**src/rcs_pkg.sv**
```systemverilog
/*
  Shared constants and types for the reader command interpreter: command codes,
  error codes, status byte layout, sequencing states.
  Assumes one 40 MHz clock and an active high asynchronous reset everywhere.
*/
package rcs_pkg;
  // Command codes on the link
  typedef enum logic [3:0] {
    RCS_CMD_PROG_WRITE = 4'h1,
    RCS_CMD_PROG_READ = 4'h2,
    RCS_CMD_MATCH_WRITE = 4'h3,
    RCS_CMD_MATCH_READ = 4'h4,
    RCS_CMD_LOCK_SET = 4'h5,
    RCS_CMD_LOCK_CLR = 4'h6,
    RCS_CMD_XCMP = 4'h7,
    RCS_CMD_DOUT = 4'h8,
    RCS_CMD_RESULT_READ = 4'h9,
    RCS_CMD_TRIG_READ = 4'hA,
    RCS_CMD_INIT = 4'hB,
    RCS_CMD_INIT_PROG = 4'hC
  } rcs_cmd_t;

  // Result codes, serial module path
  localparam logic [7:0] RCS_ERR_NONE = 8'h00;
  localparam logic [7:0] RCS_ERR_PRECOND = 8'h05;
  localparam logic [7:0] RCS_ERR_PARAM = 8'h0D;
  localparam logic [7:0] RCS_ERR_INITPROG = 8'h15;
  // Result codes, profile path (bytes 0..2)
  localparam logic [23:0] RCS_ST_PRECOND = 24'h01_FEE6;
  localparam logic [23:0] RCS_ST_PARAM = 24'h03_FEE1;
  localparam logic [23:0] RCS_ST_INITPROG = 24'h03_FEE6;
  localparam logic [23:0] RCS_ST_NONE = 24'h00_0000;

  localparam logic [15:0] RCS_WR_ADDR_OK = 16'h0000;
  localparam logic [7:0] RCS_PROG_MAX = 8'h0F;
  localparam logic [7:0] RCS_PROG_LEN_MAX = 8'h01;
  // Send area bytes 1..31, receive area bytes 1..4
  localparam logic [4:0] RCS_TX_FIRST = 5'h01;
  localparam logic [4:0] RCS_TX_LAST = 5'h1F;
  localparam logic [4:0] RCS_RX_LAST = 5'h04;

  // Status byte / control byte bit positions
  localparam int RCS_ST_INOP = 0;
  localparam int RCS_ST_RDY = 2;
  localparam int RCS_CTL_LOCK = 0;

  // Cycles the lockout is held while returning to run
  localparam logic [3:0] RCS_LOCK_HOLD = 4'h4;

  // Register offsets of the controller end (APB)
  localparam logic [7:0] RCS_REG_CMD = 8'h00;
  localparam logic [7:0] RCS_REG_ARG = 8'h04;
  localparam logic [7:0] RCS_REG_RES = 8'h08;
  localparam logic [7:0] RCS_REG_STAT = 8'h0C;

  typedef enum logic [1:0] {
    RCS_GE_NONE = 2'b00,
    RCS_GE_PRESENT = 2'b01,
    RCS_GE_IDENTIFIED = 2'b10,
    RCS_GE_RETURN = 2'b11
  } rcs_ge_t;
endpackage : rcs_pkg

```
**src/rcs_if.sv**
```systemverilog
/*
  Link between controller end and reader end: one command strobe with its
  arguments, one answer strobe with result, live status byte.
  Assumes both ends share core_clk_in.
*/
`timescale 1ns/1ps
interface rcs_if;
  import rcs_pkg::*;
  logic cmd_valid;
  rcs_cmd_t cmd_code;
  logic [15:0] cmd_addr;
  logic [7:0] cmd_len;
  logic [7:0] cmd_data;
  logic profile_mode;
  logic rsp_valid;
  logic [7:0] rsp_err;
  logic [23:0] rsp_status;
  logic [7:0] rsp_data;
  logic [7:0] status_byte;
  logic status_valid;
  modport reader (input cmd_valid, cmd_code, cmd_addr, cmd_len, cmd_data, profile_mode,
    output rsp_valid, rsp_err, rsp_status, rsp_data, status_byte, status_valid);
  modport ctrl (output cmd_valid, cmd_code, cmd_addr, cmd_len, cmd_data, profile_mode,
    input rsp_valid, rsp_err, rsp_status, rsp_data, status_byte, status_valid);
endinterface : rcs_if

```
**src/rcs_check.sv**
```systemverilog
/*
  Precondition and parameter checker for one command, purely combinational.
  Assumes inputs are stable registered state of the reader end.
*/
`timescale 1ns/1ps
module rcs_check
  import rcs_pkg::*;
(
  // Command
  input wire rcs_cmd_t code_in,
  input wire logic [15:0] addr_in,
  input wire logic [7:0] len_in,
  input wire logic [7:0] data_in,
  // Reader state
  input wire logic route_ok_in,
  input wire logic group_err_in,
  input wire logic run_in,
  input wire logic prog_stored_in,
  input wire logic self_test_in,
  // Verdict
  output logic precond_bad_out,
  output logic param_bad_out,
  output logic initprog_bad_out
);
  wire is_write = (code_in == RCS_CMD_PROG_WRITE) || (code_in == RCS_CMD_MATCH_WRITE) ||
    (code_in == RCS_CMD_LOCK_SET) || (code_in == RCS_CMD_LOCK_CLR) ||
    (code_in == RCS_CMD_XCMP) || (code_in == RCS_CMD_DOUT);
  wire need_ng = (code_in != RCS_CMD_DOUT) && (code_in != RCS_CMD_INIT) &&
    (code_in != RCS_CMD_INIT_PROG);
  wire need_run = (code_in == RCS_CMD_PROG_WRITE) || (code_in == RCS_CMD_MATCH_WRITE) ||
    (code_in == RCS_CMD_MATCH_READ) || (code_in == RCS_CMD_XCMP) ||
    (code_in == RCS_CMD_RESULT_READ) || (code_in == RCS_CMD_TRIG_READ);
  wire no_stop = need_run && (code_in != RCS_CMD_PROG_WRITE);
  // Program change allowed in run and stop alike
  wire mode_bad = (code_in == RCS_CMD_PROG_WRITE) ? 1'b0 : (no_stop && !run_in);
  // Init commands carry their own checks
  wire is_init = (code_in == RCS_CMD_INIT) || (code_in == RCS_CMD_INIT_PROG);

  assign precond_bad_out = !is_init && (!route_ok_in || (need_ng && group_err_in) || mode_bad);
  assign param_bad_out = !is_init && ((is_write && addr_in != RCS_WR_ADDR_OK) ||
    (code_in == RCS_CMD_PROG_WRITE && (len_in > RCS_PROG_LEN_MAX || data_in > RCS_PROG_MAX)));
  assign initprog_bad_out = (code_in == RCS_CMD_INIT_PROG) &&
    (data_in > RCS_PROG_MAX || !prog_stored_in || self_test_in);
endmodule : rcs_check

```
**src/rcs_reader.sv**
```systemverilog
/*
  Reader end: takes commands from the link, checks them, answers with a
  result code, keeps program, lockout, run and group error state, and runs
  the identify-then-acknowledge group error sequence.
  Assumes one command outstanding at a time; fault events come from the
  image side as same-clock pulses.
*/
// Overview of operation
// - Answer each command with ready plus codes
// - Failed precondition answers 0x05 or E6 FE 01
// - Malformed command answers 0x0D or E1 FE 03
// - Write with nonzero address is bad parameter
// - Program write over one byte/above 15 rejected
// - Init with program fails if absent/self-test
// - Controller checks preconditions before sending commands (here it only refuses launches while busy)
// - Profile mode uses Ethernet path, not module
// - Some source must route to module path
// - Controller acknowledges group error before commanding
// - Group error: in-operation clear, status valid
// - First init reports the group error code
// - In-operation clear after init means group error
// - Second init acknowledges the group error
// - Acknowledge returns to run, lockout pulsed
// - Manually set lockout stays set afterwards
// - Acknowledge sets in-operation and run-ready bits
// - Acknowledging path must be controlling connection
// - Init with program also clears group error
// - Send area bytes 1 to 31 meaningful
// - Status bit0 in-operation, bit2 in run
// - Lockout bit blocks manual operator actions
`timescale 1ns/1ps
module rcs_reader
  import rcs_pkg::*;
(
  // Clock and reset
  input wire logic core_clk_in,
  input wire logic sys_rst_in,
  // Link
  rcs_if.reader link,
  // Connection settings
  input wire logic [3:0] module_route_in,
  input wire logic [3:0] eth_route_in,
  input wire logic ctrl_on_module_in,
  input wire logic ctrl_on_eth_in,
  // Image side
  input wire logic fault_in,
  input wire logic [7:0] fault_code_in,
  input wire logic self_test_in,
  input wire logic [15:0] prog_stored_in,
  input wire logic [7:0] result_in,
  // Operator panel
  input wire logic panel_start_in,
  input wire logic panel_ack_in,
  // State out
  output logic [3:0] prog_out,
  output logic operator_lockout_out,
  output logic panel_start_out,
  output logic panel_ack_out
);
  logic [3:0] prog_ff;
  logic lock_man_ff;
  logic lock_auto_ff;
  logic [3:0] hold_ff;
  logic run_ff;
  logic in_operation_flag_ff;
  logic [7:0] fault_code_ff;
  rcs_ge_t ge_ff;
  logic rsp_valid_ff;
  logic [7:0] rsp_err_ff;
  logic [23:0] rsp_status_ff;
  logic [7:0] rsp_data_ff;
  logic precond_bad;
  logic param_bad;
  logic initprog_bad;
  rcs_ge_t nxt_ge;

  // profile mode swaps module path for Ethernet path
  wire [3:0] route = link.profile_mode ? eth_route_in : module_route_in;
  wire ctrl_ok = link.profile_mode ? ctrl_on_eth_in : ctrl_on_module_in;
  // per-command source routing; digital out needs no source
  wire route_ok = (link.cmd_code == RCS_CMD_DOUT) ? 1'b1 :
    (link.cmd_code == RCS_CMD_RESULT_READ) ? route[2] :
    (link.cmd_code == RCS_CMD_TRIG_READ) ? (route[0] && route[2]) : route[3];
  // group error while status valid and not in operation
  wire group_err = !in_operation_flag_ff && link.status_valid;
  wire cmd = link.cmd_valid;
  wire is_init = cmd && link.cmd_code == RCS_CMD_INIT;
  wire is_initp = cmd && link.cmd_code == RCS_CMD_INIT_PROG;
  wire ok = cmd && !precond_bad && !param_bad && !initprog_bad;
  wire ack_ok = is_init && ctrl_ok && ge_ff == RCS_GE_IDENTIFIED;
  // init with program clears error too
  wire initp_ok = is_initp && !initprog_bad;
  wire returning = ack_ok || (initp_ok && ge_ff != RCS_GE_NONE);

  rcs_check u_check (
    .code_in(link.cmd_code),
    .addr_in(link.cmd_addr),
    .len_in(link.cmd_len),
    .data_in(link.cmd_data),
    .route_ok_in(route_ok),
    .group_err_in(group_err),
    .run_in(run_ff),
    .prog_stored_in(prog_stored_in[link.cmd_data[3:0]]),
    .self_test_in(self_test_in),
    .precond_bad_out(precond_bad),
    .param_bad_out(param_bad),
    .initprog_bad_out(initprog_bad)
  );

  // Group error sequence
  always_comb begin
    nxt_ge = ge_ff;
    case (ge_ff)
      RCS_GE_NONE: begin
        if (fault_in) begin
          nxt_ge = RCS_GE_PRESENT;
        end
      end
      RCS_GE_PRESENT: begin
        if (initp_ok) begin
          nxt_ge = RCS_GE_RETURN;
        end else if (is_init) begin
          nxt_ge = RCS_GE_IDENTIFIED;
        end
      end
      RCS_GE_IDENTIFIED: begin
        if (returning) begin
          nxt_ge = RCS_GE_RETURN;
        end
      end
      RCS_GE_RETURN: begin
        if (fault_in) begin
          nxt_ge = RCS_GE_PRESENT;
        end else if (hold_ff == 4'h0) begin
          nxt_ge = RCS_GE_NONE;
        end
      end
      default: nxt_ge = RCS_GE_NONE;
    endcase
  end

  always_ff @(posedge core_clk_in or posedge sys_rst_in) begin
    if (sys_rst_in) begin
      ge_ff <= RCS_GE_NONE;
      in_operation_flag_ff <= 1'b1;
      run_ff <= 1'b1;
      fault_code_ff <= RCS_ERR_NONE;
      lock_auto_ff <= 1'b0;
      hold_ff <= 4'h0;
    end else begin
      ge_ff <= nxt_ge;
      if (fault_in) begin
        in_operation_flag_ff <= 1'b0;
        run_ff <= 1'b0;
        fault_code_ff <= fault_code_in;
        lock_auto_ff <= 1'b0;
        hold_ff <= 4'h0;
      end else if (returning) begin
        // lockout forced during return to run
        lock_auto_ff <= 1'b1;
        hold_ff <= RCS_LOCK_HOLD;
      end else if (hold_ff != 4'h0) begin
        hold_ff <= hold_ff - 4'h1;
        if (hold_ff == 4'h1) begin
          in_operation_flag_ff <= 1'b1;
          run_ff <= 1'b1;
          lock_auto_ff <= 1'b0;
        end
      end
    end
  end

  // Program and manual lockout; only accepted commands change them
  always_ff @(posedge core_clk_in or posedge sys_rst_in) begin
    if (sys_rst_in) begin
      prog_ff <= 4'h0;
      lock_man_ff <= 1'b0;
    end else if (ok) begin
      if (link.cmd_code == RCS_CMD_PROG_WRITE || link.cmd_code == RCS_CMD_INIT_PROG) begin
        prog_ff <= link.cmd_data[3:0];
      end
      // manual lockout kept apart from automatic one
      if (link.cmd_code == RCS_CMD_LOCK_SET) begin
        lock_man_ff <= 1'b1;
      end else if (link.cmd_code == RCS_CMD_LOCK_CLR) begin
        lock_man_ff <= 1'b0;
      end
    end
  end

  // Answer, one cycle after the command
  always_ff @(posedge core_clk_in or posedge sys_rst_in) begin
    if (sys_rst_in) begin
      rsp_valid_ff <= 1'b0;
      rsp_err_ff <= RCS_ERR_NONE;
      rsp_status_ff <= RCS_ST_NONE;
      rsp_data_ff <= 8'h00;
    end else begin
      rsp_valid_ff <= cmd;
      if (cmd) begin
        rsp_data_ff <= 8'h00;
        if (initprog_bad) begin
          rsp_err_ff <= RCS_ERR_INITPROG;
          rsp_status_ff <= RCS_ST_INITPROG;
        end else if (precond_bad) begin
          rsp_err_ff <= RCS_ERR_PRECOND;
          rsp_status_ff <= RCS_ST_PRECOND;
        end else if (param_bad) begin
          rsp_err_ff <= RCS_ERR_PARAM;
          rsp_status_ff <= RCS_ST_PARAM;
        end else if (is_init && ge_ff == RCS_GE_PRESENT) begin
          rsp_err_ff <= fault_code_ff;
          rsp_status_ff <= {16'h0000, fault_code_ff};
        end else begin
          rsp_err_ff <= RCS_ERR_NONE;
          rsp_status_ff <= RCS_ST_NONE;
          if (link.cmd_code == RCS_CMD_PROG_READ) begin
            rsp_data_ff <= {4'h0, prog_ff};
          end else if (link.cmd_code == RCS_CMD_RESULT_READ ||
                       link.cmd_code == RCS_CMD_TRIG_READ) begin
            rsp_data_ff <= result_in;
          end
        end
      end
    end
  end

  wire lockout = lock_man_ff || lock_auto_ff;
  assign link.rsp_valid = rsp_valid_ff;
  assign link.rsp_err = rsp_err_ff;
  assign link.rsp_status = rsp_status_ff;
  assign link.rsp_data = rsp_data_ff;
  assign link.status_byte = {5'h00, run_ff, 1'b0, in_operation_flag_ff};
  assign link.status_valid = !self_test_in;
  assign prog_out = prog_ff;
  assign operator_lockout_out = lockout;
  assign panel_start_out = panel_start_in && !lockout;
  assign panel_ack_out = panel_ack_in && !lockout;
endmodule : rcs_reader

```
**src/flat_wrapper.sv**
```systemverilog
// flat-port wrapper written by rule: the top's interface ports become plain ports
module rcs_reader_flat import rcs_pkg::*;
  (core_clk_in, sys_rst_in, module_route_in, eth_route_in, ctrl_on_module_in, ctrl_on_eth_in, fault_in, fault_code_in, self_test_in, prog_stored_in, result_in, panel_start_in, panel_ack_in, prog_out, operator_lockout_out, panel_start_out, panel_ack_out, link_cmd_valid, link_cmd_code, link_cmd_addr, link_cmd_len, link_cmd_data, link_profile_mode, link_rsp_valid, link_rsp_err, link_rsp_status, link_rsp_data, link_status_byte, link_status_valid);
  rcs_if link_i ();
  input wire logic core_clk_in;
  input wire logic sys_rst_in;
  input wire logic [3:0] module_route_in;
  input wire logic [3:0] eth_route_in;
  input wire logic ctrl_on_module_in;
  input wire logic ctrl_on_eth_in;
  input wire logic fault_in;
  input wire logic [7:0] fault_code_in;
  input wire logic self_test_in;
  input wire logic [15:0] prog_stored_in;
  input wire logic [7:0] result_in;
  input wire logic panel_start_in;
  input wire logic panel_ack_in;
  output logic [3:0] prog_out;
  output logic operator_lockout_out;
  output logic panel_start_out;
  output logic panel_ack_out;
  input wire logic [$bits(link_i.cmd_valid)-1:0] link_cmd_valid;
  input wire logic [$bits(link_i.cmd_code)-1:0] link_cmd_code;
  input wire logic [$bits(link_i.cmd_addr)-1:0] link_cmd_addr;
  input wire logic [$bits(link_i.cmd_len)-1:0] link_cmd_len;
  input wire logic [$bits(link_i.cmd_data)-1:0] link_cmd_data;
  input wire logic [$bits(link_i.profile_mode)-1:0] link_profile_mode;
  output wire logic [$bits(link_i.rsp_valid)-1:0] link_rsp_valid;
  output wire logic [$bits(link_i.rsp_err)-1:0] link_rsp_err;
  output wire logic [$bits(link_i.rsp_status)-1:0] link_rsp_status;
  output wire logic [$bits(link_i.rsp_data)-1:0] link_rsp_data;
  output wire logic [$bits(link_i.status_byte)-1:0] link_status_byte;
  output wire logic [$bits(link_i.status_valid)-1:0] link_status_valid;
  assign link_i.cmd_valid = link_cmd_valid;
  assign link_i.cmd_code = link_cmd_code;
  assign link_i.cmd_addr = link_cmd_addr;
  assign link_i.cmd_len = link_cmd_len;
  assign link_i.cmd_data = link_cmd_data;
  assign link_i.profile_mode = link_profile_mode;
  assign link_rsp_valid = link_i.rsp_valid;
  assign link_rsp_err = link_i.rsp_err;
  assign link_rsp_status = link_i.rsp_status;
  assign link_rsp_data = link_i.rsp_data;
  assign link_status_byte = link_i.status_byte;
  assign link_status_valid = link_i.status_valid;
  rcs_reader u_core (.core_clk_in(core_clk_in), .sys_rst_in(sys_rst_in), .link(link_i), .module_route_in(module_route_in), .eth_route_in(eth_route_in), .ctrl_on_module_in(ctrl_on_module_in), .ctrl_on_eth_in(ctrl_on_eth_in), .fault_in(fault_in), .fault_code_in(fault_code_in), .self_test_in(self_test_in), .prog_stored_in(prog_stored_in), .result_in(result_in), .panel_start_in(panel_start_in), .panel_ack_in(panel_ack_in), .prog_out(prog_out), .operator_lockout_out(operator_lockout_out), .panel_start_out(panel_start_out), .panel_ack_out(panel_ack_out));
endmodule
```
**config.mk**
```make
export PLATFORM = sky130hd
export DESIGN_NAME = rcs_reader_flat
export DESIGN_NICKNAME = d
export VERILOG_FILES = /design/src/rcs_pkg.sv /design/src/rcs_if.sv /design/src/rcs_check.sv /design/src/rcs_reader.sv /design/src/flat_wrapper.sv
export SDC_FILE = /design/constraint.sdc
export NUM_CORES = 1
export LEC_CHECK = 0
export BUFFER_PORTS_ARGS = -buffer_cell sky130_fd_sc_hd__buf_2
export CAP_MARGIN = 20
export CORE_UTILIZATION = 45
export DETAILED_ROUTE_END_ITERATION = 8
export HOLD_SLACK_MARGIN = 0.1
export PLACE_DENSITY = 0.79
export SLEW_MARGIN = 20
export SYNTH_ARGS = -nofsm -noshare
export SYNTH_HDL_FRONTEND = slang
export SYNTH_SLANG_ARGS = --single-unit
```
**constraint.sdc**
```tcl
create_clock -name core_clk_in -period 2.6 [get_ports core_clk_in]
set_clock_uncertainty 0.1 [all_clocks]
set_input_delay 0.52 -clock core_clk_in [delete_from_list [all_inputs] [get_ports core_clk_in]]
set_output_delay 0.52 -clock core_clk_in [all_outputs]
set_load 0.01 [all_outputs]
```
==> impl_metrics.csv <==
group,metric,value,unit
floorplan,start_util,47.8,%
setup_path,crit_path_start_kind,"primary input",
setup_path,slowest_delay,0.36,ns
timing,fin_setup_tns,0,ns
drt,drtIter0Drc,185,
cells_and_area,final_area,3600,um2
clocking,cts_tree,"yes",
timing,rsz0062_at_grt,"false",
logic_synthesis,async_reset_ff_share,100,%
timing,finalCritPeriodShare,84.2,%
cells_and_area,final_layout_size_suffix_gt1_share,42.0,%
logic_synthesis,synth_area_leaders,"dfrtp_1 (41%), buf_4 (6.0%), mux2i_1 (4.5%)",
cells_and_area,final_util,59.4,%
clocking,clockBufferDepth,2,
placed_design,gp_congestion,0.866,
logic_synthesis,synth-seq-cells,48,
placed_design,dpl-instance-area,3490,um2
timing,hold_viol_final,0,
setup_path,critPathKind,"primary input to register",
cells_and_area,multiInputGateArea,1430,um2
floorplan,rows,28,
global_routing,gr-total-overflow,0,
placed_design,port_buffers,126,
floorplan,pin_count,143,
power_and_ir_drop,irDropWorstVdd,393,uV
logic_synthesis,yosys_warnings,0,
global_routing,grtUsageTotal,22.3,%
drt,ant_nets,0,
floorplan,die_area,6760,um2
setup_path,cp.required,2.68,ns
logic_synthesis,yosysSeqAreaShare,41.5,%
drt,first_pass_iters,4,
drt,vias,2575,
floorplan,core_area,6060,um2
logic_synthesis,yosys-mux-area-fraction,11.0,%
cells_and_area,fillerInstances,529,
cells_and_area,fin_nets,504,
logic_synthesis,synth-edff-count,0,
logic_synthesis,synth_area_leader_cell,"dfrtp_1",
logic_synthesis,synthFlopType,"dfrtp_1",
placed_design,dp_hpwl,5.52,mm
clocking,clk-insertion-delay-late,0.30,ns
logic_synthesis,syn_avg_cell_area,9.85,um2
clocking,cts_buffers,5,
run,cap_violations,0,
outcome,run_status,"complete, no violations",
timing,drv_slew,0,
timing,relSlewSlack,65.8,%
timing,period_needed,2.19,ns
setup_path,cp_max_fo,5,
logic_synthesis,synthSimpleGateAreaFrac,17.0,%
setup_path,worstPathArrival,2.27,ns
logic_synthesis,netlist_top_cells_count,"dfrtp_1 (47), nor2_1 (29), buf_4 (23), inv_1 (19), nand2_1 (19)",
timing,whs,0.142,ns
drt,drt-vias-per-instance,5.29,
global_routing,grt_first_pass_wirelength,11.4,mm
drt,wire_per_inst,14.5,um
clocking,root_buffer,"clkbuf_8",
logic_synthesis,synthXorXnorAreaFrac,0.605,%
global_routing,grt_pass1_vias,2397,
cells_and_area,seqCellArea,1200,um2
setup_path,slowest_stage,"nor4_1",
placed_design,placed_cells,479,
clocking,cts.sinks,48,
logic_synthesis,synth.cell_area,2900,um2
logic_synthesis,synth_top_family_by_area,"simple AND/OR/NAND/NOR gates",
clocking,cts_setup_buffers,0,
hold_path,hp-class,"primary input to async pin",
logic_synthesis,synth_top_area_share,40.6,%
logic_synthesis,synthAdderAreaFrac,3.03,%
clocking,hold_buffers,0,
cells_and_area,finalNonFillerCells,487,
setup_path,cp_cell_sequence,"buf_2 > nor4_1 > and3_1 > nand3_1 > and3_4 > and4bb_4 > mux2_4",
floorplan,die_w,82.2,um
global_routing,grt_max_degree,26,
power_and_ir_drop,power.density,622,nW/um2
cells_and_area,antennaDiodeCount,0,
clocking,path_clk_slew,0.09,ns
timing,fin_ws,0.411,ns
setup_path,cp-end-kind,"register",
power_and_ir_drop,leakage,1.82,nW
timing,fmax,457,MHz
logic_synthesis,synth_cell_type_count,61,
clocking,cts_resized,0,
logic_synthesis,syn_inst,294,
timing,worstMarginPinSlew,0.512,ns
drt,drc_errors,0,
timing,setup_viol,0,
drt,routed_wl,7.05,mm
logic_synthesis,synth-compound-area-share,16.2,%
placed_design,place_ws,0.0893,ns
clocking,htreeDepth,2,
power_and_ir_drop,power,2.24,mW
floorplan,die_h,82.2,um
global_routing,antenna_found_initial,0,
cells_and_area,area_growth,24.2,%
logic_synthesis,yosysMostFrequentCell,"dfrtp_1",
final timing paths:
path,cells after the start,endpoint,startpoint,slack [ns]
worst max-delay path,7,u_core.prog_out[1]$_DFFE_PP0P_,link_cmd_data[4],0.41
worst min-delay path,2,u_core.link.rsp_status[4]$_DFFE_PP0P_,sys_rst_in,0.14
worst max register to register,6,u_core.ge_ff[1]$_DFFE_PP0P_,u_core.hold_ff[0]$_DFFE_PP0P_,0.44
worst min register to register,1,u_core.link.rsp_status[17]$_DFFE_PP0P_,u_core.link.rsp_status[17]$_DFFE_PP0P_,0.38
max in group asynchronous,3,u_core.link.rsp_data[2]$_DFFE_PP0P_,sys_rst_in,1.54
min in group core_clk_in,2,u_core.fault_code_ff[7]$_DFFE_PP0P_,fault_code_in[7],0.35
layout make-up:
type                    instances  area share (%)
clock buffers                   5            1.91
clock inverters                 3            1.18
inverters                      20            2.09
multi-input cells             203            39.8
flip-flops and latches         48            33.4
well taps                      75            2.61
repair buffers                133            19.0
kinds of logic (layout without fill, tap and decap cells):
family | count (synthesis) | after routing
adders and majority gates | 7 | 7
muxes | 28 | 28
DFF | 48 | 48
other | 1 | 13
AOI/OAI and AO/OA | 61 | 61
xor gates and xnor gates | 2 | 2
and+or+nand+nor | 92 | 92
buffers and inverters | 55 | 161
registers in the layout (all words and copies together) (netlist names), 2 cells and up:
signal / cells
u_core.link.rsp_err: 8
u_core.ge_ff: 2
u_core.link.rsp_status: 10
u_core.hold_ff: 4
u_core.link.rsp_data: 8
u_core.prog_out: 4
u_core.fault_code_ff: 8
critical path, delay by kind of cell:
kind | cells | cell delay (ns)
buffers and inverters | 1 | 0.10
and+or+nand+nor | 5 | 1.34
muxes | 1 | 0.31
per-layer routing:
metal  wire (um)  track usage, %  vias to the layer above  part of all wire, %
met5           0               0                        -                    0
met4          53            3.86                        0                 0.75
met3         331            6.04                        9                  4.7
met2        3520            36.2                       87                   50
met1        3140            30.1                     1240                   45
li1            -               -                     1239                    -
layout by cell type, fill, tap and decap left out, types with 6 or more instances in the layout:
master | synthesis | routed
a31oi_1 | 7 | 7
o21ai_0 | 10 | 10
inv_1 | 19 | 18
nor4_1 | 7 | 7
dfrtp_1 | 47 | 47
nand2_1 | 19 | 19
mux2_2 | 10 | 10
a21oi_1 | 14 | 14
nand3_1 | 6 | 6
a22o_1 | 6 | 6
nor2_1 | 29 | 29
mux2i_1 | 13 | 13
buf_2 | 5 | 126
buf_4 | 23 | 7
ha_1 | 7 | 7
conb_1 | 1 | 13
where the power goes:
| part | leakage [nW] | switching (mW) | internal [mW] |
|---|---|---|---|
| Combinational | 1.17 | 0.391 | 0.365 |
| Sequential | 0.597 | 0.0891 | 0.853 |
| Clock | 0.0541 | 0.256 | 0.285 |
| Total | 1.82 | 0.736 | 1.50 |
Note: power is estimated with default switching activity, not from simulation.
